--- src/hw/cit_pkg.sv ---
// What this block does
// - Immediate XOR updates register, flags N Z
// - Immediate XOR names only registers 0-15
// - Accumulator XOR to register or memory
// - Accumulator ops: register 2, memory 3
// - Memory loads take 3, or 4 if set
// - Four-state read select is control bit 3
// - Short call and short jump take 3
// - Register jump and masked relative take 4
// - Long call/jump 2+2; indexed long 2
// - Moves 2 or 3, no flags
// - Exchange, trap, plain return take 2
// - Rotate/shift set N Z C, 2 states
// - Returns restore flags only if operand 1
package cit_pkg;
   localparam int DATA_W = 8;
   localparam int REG_IDX_W = 5;
   localparam logic [3:0] LOW_REG_LIMIT = 4'hf;
   localparam int FOUR_STATE_READ_BIT = 3;
   localparam logic [2:0] TS_TWO = 3'h2;
   localparam logic [2:0] TS_THREE = 3'h3;
   localparam logic [2:0] TS_FOUR = 3'h4;
   localparam logic [3:0] FLAGS_RESET = 4'h0;
   localparam logic [7:0] AUX_CTRL_RESET = 8'h00;

   typedef enum logic [4:0] {
      OP_NOP, OP_XOR_IMM, OP_XOR_ACC, OP_ALU_ACC, OP_LOAD_MEM, OP_COND_BRANCH,
      OP_SHORT_JUMP, OP_REG_JUMP, OP_LONG_JUMP, OP_LONG_INDEX_JUMP, OP_MOVE,
      OP_BANK_EXCHANGE, OP_TRAP, OP_RETURN, OP_FLAG_RETURN, OP_SHIFT
   } cit_class_t;

   typedef struct packed {
      logic n;
      logic z;
      logic c;
      logic v;
   } cit_flags_t;

   typedef struct packed {
      cit_class_t opClass;
      logic [REG_IDX_W-1:0] dstReg;
      logic toMemory;
      logic condTrue;
      logic restoreFlagsOperand;
      logic [7:0] operand;
      logic [7:0] accumulator;
      logic [7:0] aluResult;
      cit_flags_t aluFlags;
      cit_flags_t savedFlags;
   } cit_instr_t;

   typedef struct packed {
      logic [7:0] data;
      logic [REG_IDX_W-1:0] dstReg;
      logic regWrite;
      logic memWrite;
   } cit_result_t;
endpackage

--- src/hw/cit_instruction_timing_flags.sv ---
`timescale 1ns/1ps
module cit_instruction_timing_flags (
   input wire logic clk,
   input wire logic rst_n,
   input wire logic clkEn,
   input wire logic issue,
   input wire cit_pkg::cit_instr_t instr,
   input wire logic auxCtrlWrite,
   input wire logic [7:0] auxCtrlData,
   output logic busy,
   output logic done,
   output logic [2:0] tStates,
   output cit_pkg::cit_flags_t flags,
   output cit_pkg::cit_result_t result,
   output logic illegal,
   output logic [7:0] auxiliary_control_register
);
   import cit_pkg::*;

   logic [2:0] stateCount;
   logic [2:0] next_stateCount;
   logic [2:0] next_tStates;
   logic next_busy;
   logic next_done;
   logic next_illegal;
   cit_flags_t next_flags;
   cit_result_t next_result;
   logic [7:0] next_aux;
   logic [2:0] needed;
   logic four_state_read_select;
   logic [7:0] xorValue;

   assign four_state_read_select = auxiliary_control_register[FOUR_STATE_READ_BIT];

   always_comb begin
      needed = TS_TWO;
      xorValue = 8'h00;
      next_stateCount = stateCount;
      next_tStates = tStates;
      next_busy = busy;
      next_done = 1'b0;
      next_illegal = 1'b0;
      next_flags = flags;
      next_result = result;
      next_aux = auxiliary_control_register;
      if (auxCtrlWrite) begin
         next_aux = auxCtrlData;
      end
      next_result.regWrite = 1'b0;
      next_result.memWrite = 1'b0;
      case (instr.opClass)
         OP_XOR_ACC, OP_ALU_ACC: needed = instr.toMemory ? TS_THREE : TS_TWO;
         OP_LOAD_MEM: needed = four_state_read_select ? TS_FOUR : TS_THREE;
         OP_COND_BRANCH, OP_FLAG_RETURN: needed = instr.condTrue ? TS_THREE : TS_TWO;
         OP_SHORT_JUMP: needed = TS_THREE;
         OP_REG_JUMP: needed = TS_FOUR;
         OP_LONG_JUMP: needed = TS_FOUR;
         OP_LONG_INDEX_JUMP: needed = TS_TWO;
         OP_MOVE: needed = instr.toMemory ? TS_THREE : TS_TWO;
         OP_BANK_EXCHANGE, OP_TRAP, OP_RETURN: needed = TS_TWO;
         OP_SHIFT: needed = TS_TWO;
         default: needed = TS_TWO;
      endcase
      if (busy) begin
         next_stateCount = stateCount - 3'h1;
         if (stateCount == 3'h1) begin
            next_busy = 1'b0;
            next_done = 1'b1;
         end
      end else if (issue) begin
         next_tStates = needed;
         next_stateCount = needed - 3'h1;
         next_busy = 1'b1;
         next_result.dstReg = instr.dstReg;
         case (instr.opClass)
            OP_XOR_IMM: begin
               if (instr.dstReg > {1'b0, LOW_REG_LIMIT}) begin
                  next_illegal = 1'b1;
               end else begin
                  xorValue = instr.operand ^ instr.aluResult;
                  next_result.data = xorValue;
                  next_result.regWrite = 1'b1;
                  next_flags.n = xorValue[DATA_W-1];
                  next_flags.z = (xorValue == 8'h00);
               end
            end
            OP_XOR_ACC: begin
               xorValue = instr.operand ^ instr.accumulator;
               next_result.data = xorValue;
               next_result.regWrite = !instr.toMemory;
               next_result.memWrite = instr.toMemory;
               next_flags.n = xorValue[DATA_W-1];
               next_flags.z = (xorValue == 8'h00);
            end
            OP_ALU_ACC: begin
               next_result.data = instr.aluResult;
               next_result.regWrite = !instr.toMemory;
               next_result.memWrite = instr.toMemory;
               next_flags = instr.aluFlags;
               next_flags.n = instr.aluResult[DATA_W-1];
               next_flags.z = (instr.aluResult == 8'h00);
            end
            OP_SHIFT: begin
               next_result.data = instr.aluResult;
               next_result.regWrite = 1'b1;
               next_flags.n = instr.aluResult[DATA_W-1];
               next_flags.z = (instr.aluResult == 8'h00);
               next_flags.c = instr.aluFlags.c;
            end
            OP_MOVE: begin
               next_result.data = instr.operand;
               next_result.regWrite = !instr.toMemory;
               next_result.memWrite = instr.toMemory;
            end
            OP_LOAD_MEM: begin
               next_result.data = instr.operand;
               next_result.regWrite = 1'b1;
            end
            OP_RETURN: begin
               if (instr.restoreFlagsOperand) begin
                  next_flags = instr.savedFlags;
               end
            end
            OP_FLAG_RETURN: begin
               if (instr.restoreFlagsOperand && instr.condTrue) begin
                  next_flags = instr.savedFlags;
               end
            end
            default: begin
               next_result.data = result.data;
            end
         endcase
      end
   end

   always_ff @(posedge clk) begin
      if (!rst_n) begin
         stateCount <= 3'h0;
         tStates <= 3'h0;
         busy <= 1'b0;
         done <= 1'b0;
         illegal <= 1'b0;
         flags <= FLAGS_RESET;
         result <= '0;
         auxiliary_control_register <= AUX_CTRL_RESET;
      end else if (clkEn) begin
         stateCount <= next_stateCount;
         tStates <= next_tStates;
         busy <= next_busy;
         done <= next_done;
         illegal <= next_illegal;
         flags <= next_flags;
         result <= next_result;
         auxiliary_control_register <= next_aux;
      end
   end
endmodule

--- config.mk ---
export PLATFORM = sky130hd
export DESIGN_NAME = cit_instruction_timing_flags
export DESIGN_NICKNAME = d
export VERILOG_FILES = /design/src/hw/cit_pkg.sv /design/src/hw/cit_instruction_timing_flags.sv
export SDC_FILE = /design/constraint.sdc
export NUM_CORES = 1
export LEC_CHECK = 0
export ABC_AREA = 1
export BUFFER_PORTS_ARGS = -buffer_cell sky130_fd_sc_hd__buf_2
export CORE_MARGIN = 4
export CORE_UTILIZATION = 54
export CTS_CLUSTER_SIZE = 20
export DETAILED_ROUTE_END_ITERATION = 8
export PLACE_DENSITY = 0.86
export SYNTH_ARGS = -nofsm -noshare
export SYNTH_HDL_FRONTEND = slang
export SYNTH_SLANG_ARGS = --single-unit
--- constraint.sdc ---
create_clock -name clk -period 2.9 [get_ports clk]
set_input_delay 0.29 -clock clk [delete_from_list [all_inputs] [get_ports clk]]
set_output_delay 0.29 -clock clk [all_outputs]
set_load 0.02 [all_outputs]
==> results of run 1 <==
-- per-stage QoR --
stage	std cells	setup slack (ns)	hold WS, ns
after floorplan	423	1.24	0.425
after global placement	557	1.08	0.449
after detailed placement	557	1.02	0.451
after CTS	565	1.23	0.233
after global routing	565	1.01	0.234
final	565	1.21	0.235
-- state kept, by name, indices dropped and copies added, names as in the netlist --
name	count
tStates	3
stateCount	3
busy	1
done	1
illegal	1
flags	4
auxiliary_control_register	8
result	15
-- per-layer routing --
metal	share of wire (%)	wire, µm
met4	0.82	52
met3	6.5	416
met1	43	2770
met5	0	0
met2	49	3130
-- power by group --
part	internal [mW]	switching, mW
Sequential	0.519	0.0130
Combinational	0.103	0.178
Clock	0.255	0.171
-- cell families after synthesis --
logic type	after synthesis	synth area share, %
AO/OA/AOI/OAI	40	8.40
XOR/XNOR	4	1.43
adder cells (fa/ha/maj)	3	1.54
buffers and inverters	70	11.0
flip-flops	36	29.5
AND/OR/NAND/NOR	270	48.1
-- layout make-up --
class | count | area [µm²]
Sequential cell | 36 | 721
Fill cell | 411 | 1320
Multi-Input combinational cell | 317 | 1450
Tap cell | 52 | 65.1
Clock buffer | 6 | 72.6
Inverter | 64 | 243
Clock inverter | 2 | 35.0
Timing Repair Buffer | 88 | 440
-- worst paths after layout --
| kind | to | slack, ns | cells after the start |
|---|---|---|---|
| worst max register to register | flags[2] | 1.21 | 7 |
| worst min register to register | result[6] | 0.46 | 2 |
| worst max-delay path | flags[2] | 1.21 | 7 |
| worst min-delay path | result[2] | 0.24 | 3 |
-- placed cells by master, fill, tap and decap left out, drive strengths merged --
master  instances
o21ai          25
buf            88
a211oi          1
nand2         121
clkbuf          6
o211ai          1
ha              3
a21oi          13
nand4           4
clkinv          1
nand3          45
inv            64
nor3            2
bufinv          1
xnor2           4
nand3b          7
nor2           91
dfxtp          36
-- synthesized netlist by cell type, types with 4 or more instances --
cell type and number:
nand3_1 42, dfxtp_1 36, a21oi_1 13, xnor2_1 4, inv_1 55, nand2_1 117
nor2_1 85, inv_2 8, o21ai_0 22, nand3b_1 7, nand4_1 4
-- critical path: cells and delay by family (launching register included) --
| kind | cells | cell delay (ns) |
|---|---|---|
| simple gates | 6 | 0.98 |
| buf+inv | 1 | 0.30 |
| flops | 1 | 0.35 |
==> results.sh, run 1 <==
export IMPL_clk_pin_slew_ns=0.07
export IMPL_path_cells="nor2_2 > inv_1 > nor2_1 > nand2_1 > nand2_1 > nand2_1 > nor2_1"
export IMPL_grt_total_usage_pct=22.2
export IMPL_worstReg2RegStart="busy"
export IMPL_fp_dieW_um=75.3
export IMPL_async_reset_ff_share_pct=0
export IMPL_avgRoutedWirePerCell_um=11.3
export IMPL_path_common_cell="nand2_1"
export IMPL_min_from="instr[35]"
export IMPL_synth_cell_types=26
export IMPL_synthCells=423
export IMPL_port_buffers=88
export IMPL_drive_above_1_share_pct=22.8
export IMPL_synth_top_cell_by_area="dfxtp_1"
export IMPL_critPathMaxStageDelay_ns=0.50
export IMPL_worstMarginPinSlew_ns=0.599
export IMPL_worstSetupEndpointType="register"
export IMPL_initial_core_util_pct=56.1
export IMPL_use_met3_pct=4.14
export IMPL_ant_nets=0
export IMPL_max_freq_ghz=0.593
export IMPL_clockBufferDepth=2
export IMPL_nNetsFinal=573
export IMPL_setup_tns_ns=0
export IMPL_cap_violations=0
export IMPL_slew_violations=0
export IMPL_cp_start_kind="register"
export IMPL_cp_arrival_ns=1.91
export IMPL_hold_buffers=0
export IMPL_drcViolationCount=0
export IMPL_pwr_density_cell_nw_per_um2=409
export IMPL_root_buffer="clkbuf_8"
export IMPL_dieArea_um2=5670
export IMPL_routed_wl_um=6360
export IMPL_coreArea_um2=4350
export IMPL_grt_pass1_vias=2445
export IMPL_postSynthAreaPerCell_um2=5.78
export IMPL_finalCriticalPeriod_ns=1.69
export IMPL_dr_pass1_iters=5
export IMPL_ctsResizeCount=0
export IMPL_clock_skew_ns=0.00463
export IMPL_cp_slowest_cell="nor2_2"
export IMPL_syn_num_nets=484
export IMPL_synth_top_cell_area_share_pct=29.5
export IMPL_worstPathMaxFanout=16
export IMPL_design_area_um2=3030
export IMPL_path_class="register to register"
export IMPL_totalPowerFinal_mw=1.24
export IMPL_required_ns=3.12
export IMPL_tritoncts="built"
export IMPL_startpoint="busy"
export IMPL_synth_warnings=0
export IMPL_synth_ff_latch_count=36
export IMPL_ios=91
export IMPL_core_rowCount=24
export IMPL_finalCritPeriodShare_pct=58.2
export IMPL_synth_area_top_cells="dfxtp_1 (29%), nand2_1 (18%), nor2_1 (13%), nand3_1 (8.6%), inv_1 (8.4%)"
export IMPL_post_dp_hpwl_um=5000
export IMPL_dpl_cell_area_um2=2920
export IMPL_vias=2796
export IMPL_use_met1_pct=27.5
export IMPL_cts_setup_buffers=0
export IMPL_outcome="complete, no violations"
export IMPL_htree_num_levels=2
export IMPL_cts_buffers=5
export IMPL_rsz0062_at_grt="no"
export IMPL_syn_area_um2=2440
export IMPL_ys_seq_area_share_pct=29.5
export IMPL_antenna_diode_count=0
export IMPL_grt_max_degree=31
export IMPL_setup_viol=0
export IMPL_vias_per_cell=4.95
export IMPL_fin_util_pct=69.6
export IMPL_floorplan_die_height_um=75.3
export IMPL_grt_pass1_wl_um=9980
export IMPL_slew_headroom_pct=60.0
export IMPL_busiest_layer="met2"
export IMPL_ys_flop_type="dfxtp_1"
export IMPL_p_leak_nw=1.75
export IMPL_gp_congestion=0.931
export IMPL_first_iter_violations=149
export IMPL_grt_overflow=0
export IMPL_peakVddDrop_mv=0.427
export IMPL_antenna_found_initial=0
export IMPL_area_growth_pct=24.0
export IMPL_hold_path_class="input pin to register"
export IMPL_synth_edf_count=0
export IMPL_finalHoldViolCount=0
export IMPL_clock_sinks=36
export IMPL_met2_usage_pct=39.4
export IMPL_clock_latency_ns=0.28
Note: power is estimated with default switching activity, not from simulation.
==> inputs of run 2 (changes only) <==
Settings changed: ABC_AREA 1 to 0, CORE_UTILIZATION 54 to 45, PLACE_DENSITY 0.86 to 0.77.
Clock period 2.9 ns to 1.5 ns, I/O delays scaled along.
==> results.sh, run 2 <==
export IMPL_internal_power_mw=1.68
export IMPL_largest_reg_flops=15
export IMPL_slew_headroom_pct=66.5
export IMPL_top_regs="result (15), auxiliary_control_register (8), flags (4)"
export IMPL_combinationalPowerShare_pct=28.8
export IMPL_reg2reg_to="stateCount[1]"
export IMPL_max_freq_ghz=0.539
export IMPL_grt_overflow=0
export IMPL_layoutNonFillerInstCount=520
export IMPL_finalCritPeriodShare_pct=124
export IMPL_cp_arrival_ns=2.08
export IMPL_ff_latch_area_um2=724
export IMPL_worstPathMaxFanout=2
export IMPL_synth_edf_count=0
export IMPL_grt_total_usage_pct=24.0
export IMPL_clockBufferDepth=2
export IMPL_htree_num_levels=2
export IMPL_synth_top_cell_area_share_pct=28.8
export IMPL_initial_core_util_pct=47.7
export IMPL_clock_sinks=36
export IMPL_port_buffers=88
export IMPL_power_frac_seq_pct=40.9
export IMPL_required_ns=1.73
export IMPL_totalPowerFinal_mw=2.48
export IMPL_peakVddDrop_mv=0.403
export IMPL_violations="negative setup slack"
export IMPL_dieArea_um2=6810
export IMPL_synth_cell_types=59
export IMPL_rsz0062_at_grt="yes"
export IMPL_avgRoutedWirePerCell_um=15.4
export IMPL_first_iter_violations=323
export IMPL_dp_cells=506
export IMPL_worstHoldPathCells=3
export IMPL_min_from="instr[36]"
export IMPL_routed_wl_um=8010
export IMPL_design_area_um2=3450
export IMPL_synthTopCellsByCount="nand2_1 (38), dfxtp_1 (36), a21oi_1 (29)"
export IMPL_p_leak_nw=1.53
export IMPL_post_dp_hpwl_um=5990
export IMPL_hold_end="result[3]"
export IMPL_outcome="finished, violations left"
export IMPL_dr_pass1_iters=5
export IMPL_syn_area_um2=2500
export IMPL_finalHoldViolCount=0
export IMPL_fin_util_pct=65.8
export IMPL_clock_skew_ns=0.00800
export IMPL_fp_dieW_um=82.5
export IMPL_path_class="register to register"
export IMPL_ys_flop_type="dfxtp_1"
export IMPL_p_sw_mw=0.798
export IMPL_vias=2941
export IMPL_postSynthAreaPerCell_um2=7.50
export IMPL_hold_path_class="input pin to register"
export IMPL_synth_area_top_cells="dfxtp_1 (29%), a21oi_1 (5.8%), nand2_1 (5.7%), nand3_1 (4.6%), xnor2_1 (4.6%)"
export IMPL_worstSetupEndpointType="register"
export IMPL_grt_pass1_wl_um=12900
export IMPL_synth_most_common_cell="nand2_1"
export IMPL_switching_share_pct=32.2
export IMPL_worstReg2RegStart="auxiliary_control_register[3]"
export IMPL_clock_latency_ns=0.30
export IMPL_layout_common_cells="buf_2 (88), buf_4 (49), nand2_1 (38), dfxtp_1 (35), a21oi_1 (27)"
export IMPL_async_reset_ff_share_pct=0
export IMPL_cap_violations=0
export IMPL_dpl_cell_area_um2=3240
export IMPL_synth_warnings=0
export IMPL_antenna_found_initial=0
export IMPL_setup_ws_ns=-0.355
export IMPL_synth_ff_latch_count=36
export IMPL_antenna_diode_count=0
export IMPL_worstMarginPinSlew_ns=0.499
export IMPL_hold_buffers=0
export IMPL_ant_nets=0
export IMPL_synth_top_cell_by_area="dfxtp_1"
export IMPL_setup_viol=5
export IMPL_clk_pin_slew_ns=0.07
export IMPL_slew_violations=0
export IMPL_root_buffer="clkbuf_8"
export IMPL_tritoncts="built"
export IMPL_pwr_density_cell_nw_per_um2=718
export IMPL_ios=91
export IMPL_multi_input_area_um2=1670
export IMPL_area_growth_pct=38.0
export IMPL_drcViolationCount=0
export IMPL_reg2reg_depth=7
export IMPL_gp_congestion=0.941
export IMPL_finalCriticalPeriod_ns=1.86
export IMPL_cts_buffers=5
export IMPL_syn_num_nets=394
export IMPL_dp_worst_setup_slack_ns=-0.322
export IMPL_layout_commonest_cell="buf_2"
export IMPL_fill_cells=482
export IMPL_nNetsFinal=510
export IMPL_top_register="result"
export IMPL_clkPwrFrac_pct=30.3
export IMPL_coreArea_um2=5240
export IMPL_cp_start_kind="register"
export IMPL_reg2reg_slack_ns=-0.36
export IMPL_vias_per_cell=5.66
export IMPL_synthCells=333
export IMPL_ys_seq_area_share_pct=28.8
export IMPL_floorplan_die_height_um=82.5
export IMPL_drive_above_1_share_pct=37.3
export IMPL_grt_pass1_vias=2760
export IMPL_grt_max_degree=25
export IMPL_core_rowCount=26
==> run 2: cell types whose count changed in the layout (fill, tap and decap cells not counted), sizes merged, moves of 4 or more <==
cell and delta:
nand2b +9, a22oi +6, xor2 +5, xnor2 +9
inv -51, nor2 -77, nor4 +4, buf +50
a31oi +12, nand3 -22, nor2b +9, a32oi +7
nand2 -83, a21oi +17
==> run 2: repair_timing <==
item                                    CTS  global route
endpoints found under the hold margin     0             0
setup buffers                             1             5
endpoints found under the setup margin    7            18
cloned                                    0             0
pin swaps                                 2             3
resized for setup                         3            10
==> run 2: cell families after synthesis <==
group	synth area share [%]
simple gates	27.1
xor+xnor	6.31
compound gates	27.5
flops	28.8
mux	1.70
fa+ha+maj	1.50
buf+inv	7.06
==> run 2: through the flow <==
stage	setup TNS (ns)	hold slack (ns)
after floorplan	-0.538	0.286
after global placement	-2.16	0.391
after detailed placement	-2.90	0.398
after CTS	-0.881	0.0875
after global routing	-1.48	0.0880
final	-1.05	0.0907
==> run 2: worst max-delay path by stage <==
stage | slack, ns | cells after the start | start | to
detailed placement | -0.32 | 7 | auxiliary_control_register[3] | stateCount[1]
floorplan | -0.33 | 7 | auxiliary_control_register[3] | stateCount[1]
global placement | -0.27 | 7 | auxiliary_control_register[3] | stateCount[1]
global route | -0.45 | 9 | auxiliary_control_register[3] | stateCount[1]
CTS | -0.34 | 7 | auxiliary_control_register[3] | stateCount[1]
finish | -0.36 | 7 | auxiliary_control_register[3] | stateCount[1]
==> run 2: final cells by class <==
| class | instances | share of cell area, % |
|---|---|---|
| clock buffers | 7 | 2.50 |
| clock inverters | 1 | 0.218 |
| inverters | 13 | 1.42 |
| multi-input cells | 255 | 48.5 |
| flip-flops and latches | 36 | 21.0 |
| well taps | 70 | 2.54 |
| repair buffers | 138 | 23.8 |
==> run 2: layer usage <==
metal / up-vias / GRT usage (%) / routed length (µm)
li1: 1432 / - / -
met1: 1378 / 34.3 / 3560
met2: 117 / 36.9 / 3730
met3: 14 / 4.23 / 602
met4: 0 / 7.03 / 119
met5: - / 0 / 0
==> run 2: power groups by stage <==
stage / clock (mW) / sequential (mW) / combinational (mW)
finish: 0.751 / 1.01 / 0.713
global route: 0.811 / 1.02 / 0.780
CTS: 0.763 / 1.01 / 0.681
detailed placement: 0 / 1.03 / 0.671
global placement: 0 / 1.03 / 0.657
floorplan: 0 / 1.07 / 0.349
==> run 2: worst max-delay path, cell delays in order, from the launching register on <==
cell and delay, ns:
dfxtp_4 0.34, or3b_1 0.34, a211o_1 0.30, a21oi_4 0.14, ha_1 0.25, a31oi_1 0.18
o221ai_1 0.13, nor2_1 0.11
==> inputs of run 3 (changes only) <==
Settings changed: CORE_ASPECT_RATIO set to 1.4, PLACE_DENSITY 0.77 to unset, PLACE_DENSITY_LB_ADDON set to 0.08, RECOVER_POWER set to 100.
==> results.sh, run 3 (synthesized netlist as in run 2, its figures left out) <==
export IMPL_outcome="finished, violations left"
export IMPL_violations="negative setup slack"
export IMPL_required_ns=1.73
export IMPL_grt_total_usage_pct=23.5
export IMPL_clock_sinks=36
export IMPL_dp_worst_setup_slack_ns=-0.337
export IMPL_gp_congestion=0.879
export IMPL_grt_pass1_vias=2841
export IMPL_clock_skew_ns=0.00348
export IMPL_max_freq_ghz=0.553
export IMPL_worstPathMaxFanout=2
export IMPL_antenna_diode_count=0
export IMPL_pwr_density_cell_nw_per_um2=711
export IMPL_slew_headroom_pct=68.9
export IMPL_floorplan_die_height_um=96.2
export IMPL_cp_arrival_ns=2.04
export IMPL_timing_hold_ws_ns=0.0964
export IMPL_startpoint="auxiliary_control_register[3]"
export IMPL_grt_pass1_wl_um=13000
export IMPL_ios=91
export IMPL_nNetsFinal=507
export IMPL_tritoncts="built"
export IMPL_switching_share_pct=32.5
export IMPL_slew_violations=0
export IMPL_top_register="result"
export IMPL_fin_util_pct=63.7
export IMPL_finalHoldViolCount=0
export IMPL_port_buffers=88
export IMPL_cts_buffers=5
export IMPL_clockBufferDepth=2
export IMPL_dr_pass1_iters=6
export IMPL_area_growth_pct=34.5
export IMPL_drcViolationCount=0
export IMPL_initial_core_util_pct=47.4
export IMPL_grt_overflow=0
export IMPL_top_regs="result (15), auxiliary_control_register (8), flags (4)"
export IMPL_layout_common_cells="buf_2 (55), buf_4 (40), nand2_1 (38), clkbuf_1 (36), dfxtp_1 (35)"
export IMPL_setup_viol=4
export IMPL_largest_reg_flops=15
export IMPL_antenna_found_initial=0
export IMPL_cp_start_kind="register"
export IMPL_totalPowerFinal_mw=2.39
export IMPL_combinationalPowerShare_pct=28.7
export IMPL_root_buffer="clkbuf_8"
export IMPL_setup_ws_ns=-0.309
export IMPL_setup_tns_ns=-0.797
export IMPL_routed_wl_um=7930
export IMPL_fp_dieW_um=71.0
export IMPL_finalCritPeriodShare_pct=121
export IMPL_power_frac_seq_pct=42.4
export IMPL_vias=2883
export IMPL_finalCriticalPeriod_ns=1.81
export IMPL_worstSetupEndpointType="register"
export IMPL_ant_nets=0
export IMPL_htree_num_levels=2
export IMPL_clkPwrFrac_pct=28.9
export IMPL_worstReg2RegStart="auxiliary_control_register[3]"
export IMPL_peakVddDrop_mv=0.350
export IMPL_avgRoutedWirePerCell_um=15.5
export IMPL_min_from="instr[37]"
export IMPL_worstMarginPinSlew_ns=0.466
export IMPL_post_dp_hpwl_um=6250
export IMPL_layout_commonest_cell="buf_2"
export IMPL_path_class="register to register"
export IMPL_coreArea_um2=5280
export IMPL_internal_power_mw=1.61
export IMPL_p_sw_mw=0.776
export IMPL_clk_pin_slew_ns=0.08
export IMPL_drive_above_1_share_pct=28.9
export IMPL_vias_per_cell=5.62
export IMPL_core_rowCount=31
export IMPL_cap_violations=0
export IMPL_first_iter_violations=149
export IMPL_hold_path_class="input pin to register"
export IMPL_p_leak_nw=1.36
export IMPL_dieArea_um2=6830
export IMPL_grt_max_degree=18
export IMPL_clock_latency_ns=0.29
export IMPL_rsz0062_at_grt="yes"
## run 3: routing by layer
layer | track usage [%] | share of wire (%) | vias up
li1 | - | - | 1426
met3 | 3.03 | 5.3 | 18
met2 | 44.0 | 52 | 107
met4 | 10.2 | 2.5 | 0
met1 | 26.3 | 40 | 1332
met5 | 0 | 0 | -
## run 3: path summary, 6_finish.rpt
kind	endpoint	slack, ns	depth (start not counted)
max reg2reg	stateCount[1]	-0.31	7
max	stateCount[1]	-0.31	7
min	result[4]	0.1	3
min reg2reg	result[6]	0.45	2
## run 3: final cells by class
cell class / count / area [µm²]
multi-input cells: 255 / 1660
clock buffers: 5 / 68.8
fillers: 527 / 1920
well taps: 66 / 82.6
inverters: 13 / 48.8
clock inverters: 3 / 18.8
repair buffers: 135 / 752
flip-flops and latches: 36 / 724
## run 3: critical path, cell delays in order, from the launching register on
cell and delay [ns]:
dfxtp_4 0.34, or3b_1 0.34, a211o_1 0.30, a21oi_4 0.21
ha_4 0.22, a31oi_1 0.12, o221ai_1 0.11, nor2_1 0.11
## run 3: timing repair
action                     4_1_cts  5_1_grt
pin swaps                        5        7
gates cloned                     0        0
setup buffers                    1        1
hold buffers                     0        0
resized for setup                1       11
setup endpoints to repair        4       14
## run 3: power by group through the flow
| stage | logic (mW) | registers [mW] | clock network [mW] |
|---|---|---|---|
| floorplan | 0.349 | 1.07 | 0 |
| global placement | 0.669 | 1.03 | 0 |
| detailed placement | 0.679 | 1.03 | 0 |
| CTS | 0.685 | 1.01 | 0.708 |
| global route | 0.757 | 1.02 | 0.759 |
| finish | 0.685 | 1.01 | 0.692 |
## run 3: through the flow
stage               cell area [µm²]  instances
floorplan                      2510        333
global placement               3260        504
detailed placement             3260        504
CTS                            3370        513
global route                   3360        513
finish                         3360        513
